==> src/ssw_pkg.sv <==
package ssw_pkg;
	// ************************************************************
	// timing
	// ************************************************************
	localparam int unsigned CLK_MHZ = 20;
	localparam int unsigned T_RST_US = 200_000;
	localparam int unsigned T_WDU_OPEN_US = 1_600_000;
	localparam int unsigned T_WDL_OPEN_US = 800_000;
	localparam int unsigned T_WDU_RES_NS = 11_000_000;
	localparam int unsigned T_WDL_RES_NS = 1_850_000;
	localparam int unsigned T_SETUP_US = 150;
	localparam int unsigned RST_CYC = T_RST_US * CLK_MHZ;
	localparam int unsigned WDU_OPEN_CYC = T_WDU_OPEN_US * CLK_MHZ;
	localparam int unsigned WDL_OPEN_CYC = T_WDL_OPEN_US * CLK_MHZ;
	localparam int unsigned WDU_RES_CYC = (T_WDU_RES_NS / 1000) * CLK_MHZ;
	localparam int unsigned WDL_RES_CYC = (T_WDL_RES_NS * CLK_MHZ + 999) / 1000;
	localparam logic [31:0] SETUP_CYC = 32'(T_SETUP_US * CLK_MHZ);

	// ************************************************************
	// register map
	// ************************************************************
	localparam logic [7:0] ADDR_STATUS = 8'h00;
	localparam logic [7:0] ADDR_MASK = 8'h04;
	localparam logic [7:0] ADDR_STATE = 8'h08;
	localparam int unsigned ST_EARLY = 0;
	localparam int unsigned ST_LATE = 1;
	localparam int unsigned ST_RESET = 2;
	localparam logic [2:0] STATUS_RST = 3'h0;
	localparam logic [2:0] MASK_RST = 3'h0;

	// ************************************************************
	// encodings and carriers
	// ************************************************************
	localparam logic [1:0] SEL_OPEN = 2'h0;
	localparam logic [1:0] SEL_RES = 2'h1;
	localparam logic [1:0] SEL_CAP = 2'h2;

	typedef enum logic [1:0] {
		RS_HOLD = 2'b00,
		RS_COUNT = 2'b01,
		RS_RUN = 2'b10
	} ssw_rst_st_t;

	typedef enum logic [1:0] {
		WD_OFF = 2'b00,
		WD_SETUP = 2'b01,
		WD_WIN = 2'b10,
		WD_FAULT = 2'b11
	} ssw_wd_st_t;

	typedef struct packed {
		logic manual_reset_n;
		logic watchdog_kick_in;
		logic watchdog_enable_strap;
		logic supply_below_threshold;
		logic supply_above_hysteresis;
		logic [1:0] timeout_select_pin;
		logic cap_charged;
	} ssw_pins_t;

	typedef struct packed {
		logic [7:0] addr;
		logic [31:0] wdata;
		logic wr;
		logic rd;
	} ssw_bus_t;
endpackage

==> src/ssw_supervisor_window_watchdog.sv <==
// The placing of the registers and the strobed register port were chosen for this implementation.
`timescale 1ns/10ps
// Function
// manual reset low asserts the reset output.
// after manual reset releases, reset stays asserted for the hold time.
// supply below undervoltage threshold asserts reset.
// supply back in range starts a timeout count; release at completion.
// reset held until supply above threshold plus hysteresis and count done.
// enable strap low disables the watchdog entirely.
// host kicks with a falling edge inside the window, else fault.
// kicks ignored during reset, during fault and while disabled.
// fault output asserts on early kick or missing kick.
// fault only while reset released; reset asserting releases fault.
// fault stays asserted for the reset hold time, then releases.
// open or resistor select pin picks preset window timings.
// capacitor select derives upper bound from measured charge time.
// reset hold time is nominally 200 ms.
// manual reset disables the watchdog and ignores kicks.
// preset upper bounds 1600 ms open and 11.0 ms resistor.
// host allows 150 us setup after enable before kicks count.
// accepted kick restarts window; fault release starts a fresh window.
// watchdog timeout never asserts reset by itself.
module ssw_supervisor_window_watchdog #(
	parameter int unsigned RST_CYC_P = ssw_pkg::RST_CYC,
	parameter int unsigned WDU_OPEN_P = ssw_pkg::WDU_OPEN_CYC,
	parameter int unsigned WDL_OPEN_P = ssw_pkg::WDL_OPEN_CYC,
	parameter int unsigned WDU_RES_P = ssw_pkg::WDU_RES_CYC,
	parameter int unsigned WDL_RES_P = ssw_pkg::WDL_RES_CYC
) (
	input wire logic clk_sys_i,
	input wire logic sys_rst_i,
	input wire ssw_pkg::ssw_pins_t pins_i,
	input wire ssw_pkg::ssw_bus_t bus_i,
	output logic [31:0] rdata_o,
	output logic reset_out_o,
	output logic reset_oe_o,
	output logic fault_out_o,
	output logic fault_oe_o,
	output logic irq_o
);
	import ssw_pkg::*;

	// ************************************************************
	// declarations
	// ************************************************************
	ssw_rst_st_t rs_q, rs_d;
	ssw_wd_st_t wd_q, wd_d;
	logic [31:0] rst_cnt_q, rst_cnt_d;
	logic [31:0] wd_cnt_q, wd_cnt_d;
	logic [31:0] cap_cnt_q, cap_cnt_d;
	logic [2:0] status_q, status_d;
	logic [2:0] mask_q;
	logic [31:0] rdata_q;
	logic reset_oe_q, reset_oe_d;
	logic fault_oe_q, fault_oe_d;
	logic irq_q;
	logic kick_q;
	logic zero_q;
	wire rst_cnt_done = (rst_cnt_q == RST_CYC_P - 1);
	wire force_reset = !pins_i.manual_reset_n || pins_i.supply_below_threshold;
	wire rst_asserted_d = (rs_d != RS_RUN);
	wire wd_allowed = pins_i.watchdog_enable_strap && pins_i.manual_reset_n && !rst_asserted_d;
	wire kick_fall = kick_q && !pins_i.watchdog_kick_in;
	wire sel_cap = (pins_i.timeout_select_pin == SEL_CAP);
	// R13: R16: window bound selection
	wire [31:0] upper_b = sel_cap ? cap_cnt_q :
		(pins_i.timeout_select_pin == SEL_RES) ? 32'(WDU_RES_P) : 32'(WDU_OPEN_P);
	wire [31:0] lower_b = sel_cap ? {1'b0, cap_cnt_q[31:1]} :
		(pins_i.timeout_select_pin == SEL_RES) ? 32'(WDL_RES_P) : 32'(WDL_OPEN_P);
	wire kick_early = (wd_q == WD_WIN) && kick_fall && (wd_cnt_q < lower_b);
	wire kick_ok = (wd_q == WD_WIN) && kick_fall && (wd_cnt_q >= lower_b);
	wire kick_late = (wd_q == WD_WIN) && !kick_fall && (wd_cnt_q >= upper_b - 1);
	wire wr_status = bus_i.wr && (bus_i.addr == ADDR_STATUS);
	wire wr_mask = bus_i.wr && (bus_i.addr == ADDR_MASK);
	wire [2:0] status_set = {reset_oe_d && !reset_oe_q, kick_late, kick_early};
	wire [2:0] status_clr = wr_status ? bus_i.wdata[2:0] : 3'h0;
	wire [31:0] state_word = {24'h0, wd_q, rs_q, 2'h0, fault_oe_q, reset_oe_q};
	wire [31:0] rdata_d = !bus_i.rd ? 32'h0 :
		(bus_i.addr == ADDR_STATUS) ? {29'h0, status_q} :
		(bus_i.addr == ADDR_MASK) ? {29'h0, mask_q} :
		(bus_i.addr == ADDR_STATE) ? state_word : 32'h0;

	// ************************************************************
	// supervisor reset sequencer
	// ************************************************************
	always_comb begin
		rs_d = rs_q;
		rst_cnt_d = rst_cnt_q;
		case (rs_q)
			RS_HOLD: begin
				rst_cnt_d = 32'h0;
				// wait for hysteresis level
				if (pins_i.manual_reset_n && pins_i.supply_above_hysteresis) begin
					rs_d = RS_COUNT;
				end
			end
			RS_COUNT: begin
				// R4: R14: hold-time count
				if (rst_cnt_done) begin
					rs_d = RS_RUN;
				end else begin
					rst_cnt_d = rst_cnt_q + 32'h1;
				end
			end
			RS_RUN: rst_cnt_d = 32'h0;
			default: rs_d = RS_HOLD;
		endcase
		// R3: R19: only supply and manual reset
		if (force_reset) begin
			rs_d = RS_HOLD;
			rst_cnt_d = 32'h0;
		end
	end

	// ************************************************************
	// window watchdog
	// ************************************************************
	always_comb begin
		wd_d = wd_q;
		wd_cnt_d = wd_cnt_q + 32'h1;
		cap_cnt_d = cap_cnt_q;
		case (wd_q)
			WD_OFF: begin
				wd_cnt_d = 32'h0;
				cap_cnt_d = 32'h0;
				wd_d = WD_SETUP;
			end
			WD_SETUP: begin
				// measure capacitor charge time
				if (sel_cap && !pins_i.cap_charged) begin
					cap_cnt_d = cap_cnt_q + 32'h1;
				end
				if (wd_cnt_q >= SETUP_CYC - 1 && (!sel_cap || pins_i.cap_charged)) begin
					wd_d = WD_WIN;
					wd_cnt_d = 32'h0;
				end
			end
			WD_WIN: begin
				// early or missing kick
				if (kick_early || kick_late) begin
					wd_d = WD_FAULT;
					wd_cnt_d = 32'h0;
				// accepted kick restarts window
				end else if (kick_ok) begin
					wd_cnt_d = 32'h0;
				end
			end
			WD_FAULT: begin
				// R18: fault for hold time, then new window
				if (wd_cnt_q == RST_CYC_P - 1) begin
					wd_d = WD_WIN;
					wd_cnt_d = 32'h0;
				end
			end
			default: wd_d = WD_OFF;
		endcase
		// R8: R15: disabled watchdog ignores kicks
		if (!wd_allowed) begin
			wd_d = WD_OFF;
			wd_cnt_d = 32'h0;
		end
	end

	assign reset_oe_d = rst_asserted_d;
	// fault only while reset released
	assign fault_oe_d = (wd_d == WD_FAULT) && !rst_asserted_d;
	// set wins over a clear in the same cycle
	assign status_d = (status_q & ~status_clr) | status_set;

	// ************************************************************
	// registers
	// ************************************************************
	always_ff @(posedge clk_sys_i or posedge sys_rst_i) begin
		if (sys_rst_i) begin
			rs_q <= RS_HOLD;
			wd_q <= WD_OFF;
			rst_cnt_q <= 32'h0;
			wd_cnt_q <= 32'h0;
			cap_cnt_q <= 32'h0;
			reset_oe_q <= 1'b1;
			fault_oe_q <= 1'b0;
			kick_q <= 1'b0;
			zero_q <= 1'b0;
		end else begin
			rs_q <= rs_d;
			wd_q <= wd_d;
			rst_cnt_q <= rst_cnt_d;
			wd_cnt_q <= wd_cnt_d;
			cap_cnt_q <= cap_cnt_d;
			reset_oe_q <= reset_oe_d;
			fault_oe_q <= fault_oe_d;
			kick_q <= pins_i.watchdog_kick_in;
			zero_q <= 1'b0;
		end
	end

	always_ff @(posedge clk_sys_i or posedge sys_rst_i) begin
		if (sys_rst_i) begin
			status_q <= STATUS_RST;
			mask_q <= MASK_RST;
			rdata_q <= 32'h0;
			irq_q <= 1'b0;
		end else begin
			status_q <= status_d;
			if (wr_mask) begin
				mask_q <= bus_i.wdata[2:0];
			end
			rdata_q <= rdata_d;
			irq_q <= |(status_d & mask_q);
		end
	end

	assign rdata_o = rdata_q;
	assign reset_out_o = zero_q;
	assign reset_oe_o = reset_oe_q;
	assign fault_out_o = zero_q;
	assign fault_oe_o = fault_oe_q;
	assign irq_o = irq_q;
endmodule // ssw_supervisor_window_watchdog

==> config.mk <==
export PLATFORM = sky130hd
export DESIGN_NAME = ssw_supervisor_window_watchdog
export DESIGN_NICKNAME = d
export VERILOG_FILES = /design/src/ssw_pkg.sv /design/src/ssw_supervisor_window_watchdog.sv
export SDC_FILE = /design/constraint.sdc
export NUM_CORES = 1
export LEC_CHECK = 0
export BUFFER_PORTS_ARGS = -buffer_cell sky130_fd_sc_hd__buf_2
export CELL_PAD_IN_SITES_DETAIL_PLACEMENT = 2
export CELL_PAD_IN_SITES_GLOBAL_PLACEMENT = 2
export CORE_ASPECT_RATIO = 0.7
export CORE_MARGIN = 5
export CORE_UTILIZATION = 39
export CTS_CLUSTER_SIZE = 12
export DETAILED_ROUTE_END_ITERATION = 10
export PLACE_DENSITY_LB_ADDON = 0.1
export SYNTH_ARGS = -nofsm -noshare
export SYNTH_HDL_FRONTEND = slang
export SYNTH_SLANG_ARGS = --single-unit
==> constraint.sdc <==
create_clock -name clk_sys_i -period 10.38 [get_ports clk_sys_i]
set_input_delay 2.076 -clock clk_sys_i [delete_from_list [all_inputs] [get_ports clk_sys_i]]
set_output_delay 2.076 -clock clk_sys_i [all_outputs]
set_load 0.005 [all_outputs]
==> flow_results.org, run 1 <==
** Setup path
- STA classifies the critical path endpoint as a flop.
- Traced cell by cell, the critical path runs through buf_2 -> nand2b_1 -> o21ai_0 -> nand2_1 -> nor4_4 -> nand4_2 -> and3b_2 -> xor2_1 -> ha_1 -> nand4_1 -> nor2_1 -> and2_1 -> o2111ai_1 -> o211a_1 -> a211oi_4 -> buf_4 -> nor3_1.
- Count of buffer and inverter cells on the critical path :: 2
- Endpoint arrival time on the critical path :: 6830 ps
- Among cell families on the critical path, the largest total delay comes from simple AND/OR/NAND/NOR gates.
- In this run the worst path has a maximum fanout of 32.
- Crit path required time :: 10670 ps
- Cell at the slowest stage of the critical path :: sky130_fd_sc_hd__o21ai_0
- The worst setup path is launched from an input port.
- The worst setup path is of the input port to flop kind.
- Largest stage delay on the critical path :: 840 ps

** Logic synthesis
- Number of distinct library cell variants in the gate-level netlist after synthesis :: 67
- Counting instances in the post-synthesis netlist gives the leading cell types as 116 x sky130_fd_sc_hd__dfrtp_1, 104 x sky130_fd_sc_hd__nor2_1, 94 x sky130_fd_sc_hd__nand2_1.
- Flops & latches, synth :: 117
- Share of synthesized area occupied by flip-flops and latches :: 35.8%
- sky130_fd_sc_hd__dfrtp_1 is the most common cell in the netlist.
- After synthesis, the mean cell area works out to 8.70 um2.
- Instance count of the mapped netlist :: 940
- Flip-flop cell with the highest count after synthesis :: sky130_fd_sc_hd__dfrtp_1
- Post-synth EDFFs :: 0
- Top cell type's share of synthesized area :: 35.5%
- The cell area that synthesis handed to floorplanning was 0.00818 mm2.
- Largest cells by area after synthesis :: sky130_fd_sc_hd__dfrtp_1 35%, sky130_fd_sc_hd__ha_1 9.9%, sky130_fd_sc_hd__xor2_1 5.4%
- Of all flip-flops after synthesis, the portion carrying an async set or reset was 100%.
- For this run, the number of Yosys warnings is 0.
- Yosys top cell by area :: sky130_fd_sc_hd__dfrtp_1

** Floorplanning
- Die outline height :: 131 um
- The floorplan step defined a die boundary enclosing 0.0240 mm2.
- Once the floorplan was initialized, standard cells occupied 39.5% of the core.
- Number of placement rows :: 44
- The floorplan step set the die width to 183 um.
- The region available for standard cell placement spans 0.0207 mm2.
- 89 I/O pins were placed.

** STA
- Slew @ Worst Pin :: 942 ps
- Clock Skew :: 9.78 ps
- Endpoints failing hold :: 0
- Unrepaired setup endpoints after global routing :: false
- For the finished layout, the period the worst path requires is 6550 ps.
- Of the available clock period, the critical path in the final layout requires 63.1%.
- Final count of negative-setup-slack endpoints :: 0
- Adding up every negative setup slack in the final design gives 0 ps.
- Timing would allow up to 153 MHz.
- Pins Over Slew Limit :: 0
- Worst slew margin :: 37.2%

** CTS
- Clock buffer count from CTS :: 17
- The cell sitting at the root of the clock tree is a sky130_fd_sc_hd__clkbuf_16.
- Number of gates given a new drive strength after cts :: 0
- The number of hold buffers added after CTS was 0.
- CTS H-tree depth :: 4
- CTS sink cnt :: 117
- The later pin in the worst-skew pair is clocked with a latency of 430 ps.
- Setup Fix Bufs, Post-CTS :: 0
- After clock tree synthesis, the clock-pin slew on the worst setup and hold paths is 50 ps.
- TritonCTS built the clock tree.
- Max clock buf depth :: 2

** Placement
- Final HPWL from detailed placement :: 19800 um
- Count of placed standard cells including taps :: 1216
- The congestion estimate from routability-driven global placement came to 0.863.
- Buffers placed on the I/O ports in this run total 32.

** GRT
- The first global-routing pass estimated 43000 um of wire.
- For this run, the total global-route usage over all layers was measured as 22.3%.
- Number of antenna violations at the first check in global routing :: 0
- The number of global-route vias before repair is 7696.
- Largest net degree at the start of global routing :: 64
- Residual overflow from global routing :: 0

** Power and ir drop
- IR analysis of the VDD net gives a maximum drop of 0.000108 V.
- For this design the static power due to leakage is 0.00381 uW.
- Power density cells :: 122 mW/mm2

** Routing
- The detail route stage leaves a number of antenna-violating nets equal to 0.
- DR WL/cell :: 21.1 um
- Via/cell ratio :: 5.68
- For this run, the detailed router's first-pass iteration total came to 4.
- For this block, the via count after detailed routing is 7080.
- In the routed design, unresolved DRC markers number 0.
- The routed design has 26300 um of wire.
- Number of DRC markers in iteration 0 :: 400

** Final layout
- Number of cells in the finished layout apart from fillers :: 1247
- Final net count :: 1076
- Layout cell share with drive strength beyond 1 :: 9.17%
- Antenna diode instance count :: 0
- Synthesis-to-layout area growth :: 11.0%
- Measured on the finished design, the core utilization comes to 43.8%.

** Run status
- Run status :: finished, final reports clean

** Worst hold path
- The worst hold path belongs to the class flop to flop.

** Run
- Across the run, the number of max-cap violations was 0.
==> cells by family after synthesis <==
kind of cell | after synthesis | synth area share [%]
muxes | 7 | 0.903
DFF | 117 | 35.8
and+or+nand+nor | 430 | 27.1
adders and majority gates | 65 | 9.94
AOI/OAI and AO/OA | 133 | 10.1
buffers and inverters | 88 | 5.52
other | 1 | 0.0458
xor gates and xnor gates | 99 | 10.6
==> final cells by class <==
cell class	count	area (um2)
inverters	23	88.8
well taps	276	345
flip-flops and latches	117	2930
clock inverters	9	101
fillers	2363	11600
multi-input cells	761	4910
repair buffers	39	213
clock buffers	22	484
==> state kept, by name, summed over array words and instances (netlist names) <==
signal	count
rdata_o	7
kick_q	1
cap_cnt_q	32
irq_o	1
mask_q	3
wd_cnt_q	32
rs_q	2
status_q	3
wd_q	2
reset_oe_o	1
fault_oe_o	1
rst_cnt_q	32
==> cells in the final DEF (no fill, tap or decap), drive strengths merged, types with 6 or more instances in the layout <==
cell type,count
dfrtp,116
nor2,104
nand2,96
ha,65
a21oi,51
xor2,50
xnor2,49
nand3,43
nor3,42
buf,39
o21ai,38
nand4,36
conb,27
inv,23
clkbuf,22
or3,16
nor3b,13
and2,11
nor4,11
and4,10
and3,10
nor2b,10
nand2b,8
a21o,6
nor4b,6
a211oi,6
clkinv,6
==> worst register-to-register path, stage by stage (launching register included) <==
cell                        delay [ps]
sky130_fd_sc_hd__dfrtp_1           470
sky130_fd_sc_hd__or2_2             340
sky130_fd_sc_hd__o41ai_1           550
sky130_fd_sc_hd__nand2_1           200
sky130_fd_sc_hd__nor4_4            400
sky130_fd_sc_hd__nand4_2           200
sky130_fd_sc_hd__and3b_2           280
sky130_fd_sc_hd__xor2_1             80
sky130_fd_sc_hd__ha_1              330
sky130_fd_sc_hd__nand4_1           150
sky130_fd_sc_hd__nor2_1            150
sky130_fd_sc_hd__and2_1            160
sky130_fd_sc_hd__o2111ai_1         110
sky130_fd_sc_hd__o211a_1           330
sky130_fd_sc_hd__a211oi_4          260
sky130_fd_sc_hd__buf_4             380
sky130_fd_sc_hd__nor3_1            160
==> per-layer routing <==
layer / GRT usage [%] / up-vias / share of wire [%] / wire length (um)
met5: 0 / - / 0 / 0
met4: 5.05 / 0 / 0.68 / 178
met3: 3.81 / 14 / 3.8 / 988
met2: 33.8 / 105 / 45 / 11800
met1: 33.3 / 3654 / 51 / 13400
li1: - / 3307 / - / -
==> power by group <==
part	switching [uW]	internal [uW]	leakage (uW)
Clock	217	375	0.000292
Sequential	1.07	458	0.00162
Combinational	40.8	17.3	0.00190
Total	259	850	0.00381
==> metrics by stage <==
step	power [uW]	hold slack, ps	area (um2)	setup WS, ps
2_1_floorplan	512	453	8280	4800
3_3_place_gp	521	484	8490	3800
3_5_place_dp	525	505	8490	3450
4_1_cts	1120	527	9070	3890
5_1_grt	1150	540	9070	3490
6_report	1110	528	9070	3830
==> final timing paths <==
path / slack [ps] / from / cells after the start / to
max: 3830 / pins_i[1] / 17 / wd_cnt_q[19]$_DFF_PP0_
min: 530 / rs_q[1]$_DFF_PP0_ / 1 / rs_q[0]$_DFF_PP0_
max reg2reg: 5700 / cap_cnt_q[19]$_DFFE_PP0P_ / 16 / wd_cnt_q[19]$_DFF_PP0_
min reg2reg: 530 / rs_q[1]$_DFF_PP0_ / 1 / rs_q[0]$_DFF_PP0_
max in group asynchronous: 7260 / sys_rst_i / 3 / wd_cnt_q[1]$_DFF_PP0_
min in group asynchronous: 1830 / sys_rst_i / 2 / rst_cnt_q[11]$_DFFE_PP0P_
(Power assumes the default switching activity.)
==> run 2, diff against run 1 <==
- CORE_UTILIZATION: 39 -> 33
- clock period: 10.38 -> 5.6 ns (I/O delays scaled with it)
==> flow_results.org, run 2 (synthesis gave the netlist of run 1 again) <==
** Run status
- The flow ran to the end, and the final reports show no timing, DRC or antenna violations.

** Routing
- Remaining antenna violation count after routing :: 0 (unchanged)
- The number of iterations in the first detailed-routing pass was 4 (unchanged).
- Via/cell ratio :: 5.18 (-8.8%)
- The DRC violation total after the first TritonRoute iteration came to 339 (-15%).
- Routed Wire Length :: 25100 um (-4.8%)
- The remaining design rule violation count was 0 (unchanged).
- DR WL/cell :: 19.3 um (-8.7%)
- Number of vias in the routed layout :: 6734 (-4.9%)

** Final layout
- Final net count :: 1080 (+0.37%)
- Leaving out fill and tap cells, the most frequent cell in the layout is sky130_fd_sc_hd__dfrtp_1.
- The final design utilization was 37.7% (-6.2 points).
- Registers with the most flip-flops :: cap_cnt_q: 32 flops, rst_cnt_q: 32 flops, wd_cnt_q: 32 flops
- The fraction of layout instances using a drive strength above 1 came to 9.73% (+0.57 points).
- The final antenna diode count is 0 (unchanged).
- Synthesis-to-layout area growth :: 12.8%
- In the layout the commonest cells are 116 x sky130_fd_sc_hd__dfrtp_1, 103 x sky130_fd_sc_hd__nor2_1, 94 x sky130_fd_sc_hd__nand2_1.

** CTS
- The clock sink total came to 117 (unchanged).
- The number of H-tree levels came to 4 (unchanged).
- The latest clock arrival within the worst-skew pair was 440 ps (about the same).
- CTS placed an instance of sky130_fd_sc_hd__clkbuf_16 at the clock tree root.
- Hold Buf Count CTS :: 0 (unchanged)
- TritonCTS built the clock tree.
- The largest buffer count on any clock path came to 2 (unchanged).
- The count of instances resized after the clock tree is built came to 0 (unchanged).
- The number of buffers created by CTS came to 17 (unchanged).
- The clock-pin slew reported for the worst setup and hold paths after clock tree synthesis came to 60 ps (about the same).
- Setup Fix Bufs, Post-CTS :: 0 (unchanged)

** Setup path
- The required time at the worst-slack endpoint came to 5940 ps (-4730 ps).
- By startpoint and endpoint, the worst setup path is classified as input port to flop.
- STA classifies the critical path startpoint as an input port.
- The critical-path maximum fanout was 32 (unchanged).
- The cell depth of the worst flop-to-flop path came to 15 (-1).
- The register-to-register setup slack is 1210 ps (-4490 ps).
- Worst reg2reg path endpoint :: wd_cnt_q[28]$_DFF_PP0_
- Critical register-to-register path startpoint :: cap_cnt_q[19]$_DFFE_PP0P_
- Endpoint type of the worst setup path :: flop
- Endpoint arrival time on the critical path :: 5190 ps (-1640 ps)

** Power and ir drop
- The maximum VDD drop is 0.000195 V (+82%).
- The power density relative to cell area was 233 mW/mm2 (+91%).
- The static leakage came to 0.00385 uW (+1.0%).
- Overall power consumption :: 2150 uW (+94%)

** STA
- The worst path in the final design needs a cycle of 4850 ps, including I/O delays and setup.
- Post-Route Setup TNS :: 0 ps (unchanged)
- Worst slew margin :: 42.7% (+5.5 points)
- Worst hold margin :: 507 ps (-21.5 ps)
- Post-route clock period utilization :: 86.7%
- Final count of negative-setup-slack endpoints :: 0 (unchanged)
- Slew @ Worst Pin :: 855 ps (-87.2 ps)
- Achievable Freq :: 206 MHz
- Setup repair after global routing left no endpoint under its margin.
- Endpoints failing hold :: 0 (unchanged)
- Clock Skew :: 27.0 ps (+17.2 ps)
- The count of final max-slew check failures is 0 (unchanged).

** Floorplanning
- The I/O pin total was 89 (unchanged).
- The placement row count was 48 (+9.1%).
- Core area :: 0.0245 mm2 (+18%)
- The die area is 0.0281 mm2 (+17%).
- Die width :: 198 um (+8.2%)
- Initial cell density of the core :: 33.4% (-6.1 points)
- The floorplan die height was 142 um (+8.1%).

** Worst hold path
- The min-delay analysis places its worst path in the category flop to flop.
- Hold Crit Depth :: 1 (unchanged)
- Beginning of the worst hold path :: rs_q[1]$_DFF_PP0_
- End point of the worst hold path :: rs_q[0]$_DFF_PP0_

** Placement
- Number of port buffers :: 32 (unchanged)
- The global placement routability congestion was 0.739 (-14%).
- Final HPWL from detailed placement :: 19100 um (-3.5%)

** GRT
- Number of antenna violations at the first check in global routing :: 0 (unchanged)
- Largest net degree at the start of global routing :: 50 (-22%)
- Vias in the first global route :: 7134 (-7.3%)
- The total congestion overflow was 0 (unchanged).
- Wire length of the first global-routing pass :: 41000 um (-4.6%)
- The total global-route track usage is 18.6% (-3.7 points).

** Run
- The count of maximum capacitance violations came to 0 (unchanged).
[run 2: cell types whose count changed in the layout (fill, tap and decap cells not counted), sizes merged]
cell	before	now
buf	39	43
clkinvlp	1	3
clkbuf	22	19
bufinv	2	4
[run 2: layout make-up]
class                      count  area (um2)
clock buffer                  19         453
inverter                      23        88.8
clock inverter                13         180
tap                          325         407
sequential                   117        2930
timing repair buffer          43         255
fill                        2779       15300
multi-input combinational    761        4910
[run 2: worst max path at each step]
stage | end | slack, ps | start
2_1_floorplan | wd_cnt_q[10]$_DFF_PP0_ | 970 | pins_i[2]
3_3_place_gp | wd_q[0]$_DFF_PP0_ | 430 | pins_i[1]
3_5_place_dp | wd_cnt_q[28]$_DFF_PP0_ | 320 | pins_i[1]
4_1_cts | fault_oe_o$_DFF_PP0_ | 780 | pins_i[1]
5_1_grt | wd_cnt_q[28]$_DFF_PP0_ | 380 | pins_i[1]
6_report | wd_cnt_q[28]$_DFF_PP0_ | 750 | pins_i[1]
[run 2: critical path: stages]
cell                       delay, ps
sky130_fd_sc_hd__buf_2           130
sky130_fd_sc_hd__nand2b_1        290
sky130_fd_sc_hd__o41ai_1         630
sky130_fd_sc_hd__nand2_1         180
sky130_fd_sc_hd__nor4_4          340
sky130_fd_sc_hd__nand4_2         190
sky130_fd_sc_hd__and3b_2         270
sky130_fd_sc_hd__xor2_1          240
sky130_fd_sc_hd__ha_1            310
sky130_fd_sc_hd__a21oi_1         150
sky130_fd_sc_hd__a21boi_0        110
sky130_fd_sc_hd__o31ai_1         280
sky130_fd_sc_hd__o211a_1         390
sky130_fd_sc_hd__a211oi_4        110
sky130_fd_sc_hd__buf_12          210
sky130_fd_sc_hd__nor3b_1         210
[run 2: routing by layer]
layer  track usage [%]  wire length (um)  vias to the layer above
li1                  -                 -                     3302
met1              30.9             14400                     3360
met2              24.2              9840                       58
met3              3.28               649                       14
met4              4.09               165                        0
met5                 0                 0                        -
[run 2: metrics by stage]
| stage | worst slack (ps) | cells | cell area (um2) |
|---|---|---|---|
| 6_report | 746 | 1301 | 9230 |
| 3_5_place_dp | 319 | 1269 | 8590 |
| 3_3_place_gp | 432 | 1269 | 8590 |
| 2_1_floorplan | 972 | 966 | 8280 |
| 4_1_cts | 777 | 1301 | 9230 |
| 5_1_grt | 383 | 1301 | 9230 |
[run 2: report_power, final]
group,switching [uW],internal [uW]
sequential,1.81,848
clock,425,765
combinational,74.1,34.0
==> run 3, diff against run 2 <==
==> constraint.sdc (replaced) <==
create_clock -name clk_sys_i -period 3.99 [get_ports clk_sys_i]
set_input_delay 0.798 -clock clk_sys_i [delete_from_list [all_inputs] [get_ports clk_sys_i]]
set_output_delay 0.798 -clock clk_sys_i [all_outputs]
set_load 0.05 [all_outputs]
==> flow_results.org, run 3 (synthesis gave the netlist of run 1 again) <==
** Final layout
- Most used cells in the layout excluding fill and tap cells :: 116 x sky130_fd_sc_hd__dfrtp_1, 100 x sky130_fd_sc_hd__nor2_1, 93 x sky130_fd_sc_hd__nand2_1
- Relative to the synthesized area, the layout overhead comes to 21.1%.
- The final antenna diode count is 0 (unchanged).
- Registers with the most flip-flops :: cap_cnt_q: 32 flops, rst_cnt_q: 32 flops, wd_cnt_q: 32 flops
- Final net count :: 1151 (+6.6%)
- The cell area after layout came to 0.00990 mm2 (+7.4%).
- Leading cell type in the layout, fill and taps excluded :: sky130_fd_sc_hd__dfrtp_1
- The fraction of layout instances using a drive strength above 1 came to 17.7% (+7.9 points).

** Placement
- Post-placement cell area :: 0.00911 mm2 (+6.1%)
- Final HPWL from detailed placement :: 19300 um (+1.1%)
- The count of input and output buffers came to 32 (unchanged).
- The global placement routability congestion is 0.768 (+3.9%).

** Worst hold path
- Classification of the worst-slack hold path :: input port to async pin

** Run status
- Run status :: complete, but fails checks
- Failing checks :: negative setup slack

** GRT
- Tot GR Track Use :: 19.2% (+0.59 points)
- Largest net degree at the start of global routing :: 53 (+6.0%)
- Vias in the first global route :: 7910 (+11%)
- The first-pass GRT wire length came to 43000 um (+4.7%).
- Number of antenna violations at the first check in global routing :: 0 (unchanged)
- The total congestion overflow came to 0 (unchanged).

** Setup path
- The worst setup path is captured at a flop.
- The most critical setup path has its startpoint at pins_i[1].
- Logic depth of the worst register-to-register path :: 17 (+2)
- The startpoint identified for the worst register-to-register timing path is cap_cnt_q[20]$_DFFE_PP0P_.
- CP cell instances :: buf_6 -> buf_6 -> nor2b_4 -> or4_4 -> o21a_4 -> nor4_4 -> nand4_2 -> and4b_1 -> xor2_1 -> ha_1 -> nand4_1 -> nor2_2 -> and2_4 -> o2111ai_4 -> o211a_4 -> a211oi_4 -> buf_6 -> buf_12 -> nor3_1
- On the critical path, the stage with the largest delay is an instance of sky130_fd_sc_hd__or4_4.
- Critical setup path kind :: input port to flop
- Top cell family by delay on the critical path :: simple AND/OR/NAND/NOR gates
- The delay of the slowest cell on the worst path was 410 ps (-220 ps).
- Library cell appearing most often on the critical path :: sky130_fd_sc_hd__buf_6
- Worst reg2reg path endpoint :: wd_cnt_q[15]$_DFF_PP0_
- STA classifies the critical path startpoint as an input port.
- The logic depth of the worst setup path including buffers is 19 (+3).
- Max FO, Critical Path :: 6 (-81%)
- The critical path arrival was 4340 ps (-850 ps).
- Critical path endpoint :: wd_cnt_q[15]$_DFF_PP0_
- The required time at the worst-slack endpoint is 4280 ps (-1660 ps).
- Internal reg-to-reg setup slack :: 30 ps (-1180 ps)
- The number of buffers and inverters on the critical path was 4 (+2).

** CTS
- The number of H-tree levels was 4 (unchanged).
- The largest buffer count on any clock path was 2 (unchanged).
- The latest clock arrival within the worst-skew pair was 430 ps (about the same).
- The clock-pin slew reported for the worst setup and hold paths after clock tree synthesis came to 60 ps (about the same).
- The cell sitting at the root of the clock tree is a sky130_fd_sc_hd__clkbuf_16.
- The number of buffers created by CTS is 17 (unchanged).
- The number of buffers inserted for hold repair after clock tree synthesis is 0 (unchanged).
- Clock tree from TritonCTS :: done
- The clock sink total is 117 (unchanged).

** Power and ir drop
- The maximum VDD drop was 0.000283 V (+45%).
- Power density cells :: 289 mW/mm2 (+24%)
- The static leakage came to 0.00424 uW (+10%).

** Floorplanning
- Die width :: 198 um (unchanged)
- The floorplan die height came to 142 um (unchanged).
- The die area is 0.0281 mm2 (unchanged).
- Core area :: 0.0245 mm2 (unchanged)
- Number of top-level design ports :: 89 (unchanged)
- The placement row count was 48 (unchanged).
- The initial cell density of the core was 33.4% (unchanged).

** STA
- Unrepaired setup endpoints after global routing :: true
- The worst path in the final design needs a cycle of 4050 ps, including I/O delays and setup.
- The least setup slack across all paths after layout was -62.8 ps (-809 ps).
- Clock Skew :: 13.3 ps (-13.7 ps)
- Pins Over Slew Limit :: 0 (unchanged)
- The transition time at the pin with the least slew margin came to 687 ps (-167 ps).
- The total negative setup slack came to -1560 ps (-1560 ps).
- Endpoints failing hold :: 0 (unchanged)
- Static timing analysis puts the maximum clock frequency at 247 MHz.
- The final setup violation count came to 34 (+34).
- The headroom to the max-slew limit was 53.8% (+11 points).
- The final critical path takes up 102% of the cycle.
- The worst hold slack across all endpoints is 439 ps (-67.6 ps).

** Routing
- The average vias per placed instance is 5.22 (+0.77%).
- The count of vias placed by the detailed router was 7156 (+6.3%).
- DRC viols :: 0 (unchanged)
- The DRC violation total after the first TritonRoute iteration came to 300 (-12%).
- The number of iterations in the first detailed-routing pass was 4 (unchanged).
- Remaining antenna violation count after routing :: 0 (unchanged)
- DR WL/cell :: 19.1 um (-0.84%)
- The final wirelength is 26200 um (+4.6%).

** Run
- Number of max-cap violations :: 0 (unchanged)
run 3: cell types whose count changed in the layout (fill, tap and decap cells not counted), moves of 3 or more:
cell and delta:
sky130_fd_sc_hd__nor2_1 -3, sky130_fd_sc_hd__buf_6 +5, sky130_fd_sc_hd__bufinv_16 -4, sky130_fd_sc_hd__nor3_2 +4, sky130_fd_sc_hd__buf_4 +63, sky130_fd_sc_hd__buf_12 +3
sky130_fd_sc_hd__inv_6 +4, sky130_fd_sc_hd__nor3_1 -4
run 3: how the worst min path moves through the flow:
stage | to | slack [ps] | cells after the start
after detailed placement | rs_q[0]$_DFF_PP0_ | 500 | 1
after global routing | rdata_o[4]$_DFF_PP0_ | 480 | 2
after CTS | rdata_o[0]$_DFF_PP0_ | 450 | 2
after global placement | status_q[2]$_DFF_PP0_ | 490 | 1
final | rdata_o[2]$_DFF_PP0_ | 440 | 2
after floorplan | rs_q[0]$_DFF_PP0_ | 450 | 1
run 3: layout make-up:
class | instances | area, um2
clock inverter | 14 | 103
sequential | 117 | 2930
clock buffer | 18 | 429
fill | 2732 | 14600
inverter | 23 | 88.8
tap | 325 | 407
multi-input combinational | 761 | 5060
timing repair buffer | 114 | 890
run 3: timing repair:
action | CTS | global route
resized for setup | 25 | 9
cloned | 3 | 0
setup buffers | 7 | 1
setup endpoints to repair | 35 | 35
pin swaps | 8 | 2
run 3: report_power, final:
group	switching (uW)	internal (uW)	leakage (uW)
clock	640	797	0.000253
combinational	165	70.4	0.00237
sequential	2.52	1190	0.00162
total	807	2060	0.00424
run 3: stage by stage:
step | utilization [%] | std cells | setup slack (ps) | power [uW]
5_1_grt | 40.4 | 1372 | -175 | 2990
2_1_floorplan | - | 966 | 25.3 | 1390
3_5_place_dp | 37.2 | 1330 | -576 | 1440
4_1_cts | 40.2 | 1371 | 2.57 | 2910
6_report | 40.4 | 1372 | -62.8 | 2870
3_3_place_gp | 37.2 | 1330 | -530 | 1440
run 3: routing by layer:
| metal | GRT usage, % | vias to the layer above | share of wire [%] |
|---|---|---|---|
| li1 | - | 3451 | - |
| met1 | 28.8 | 3612 | 53 |
| met2 | 29.3 | 71 | 44 |
| met3 | 3.09 | 22 | 2.6 |
| met4 | 3.73 | 0 | 1.0 |
| met5 | 0 | - | 0 |
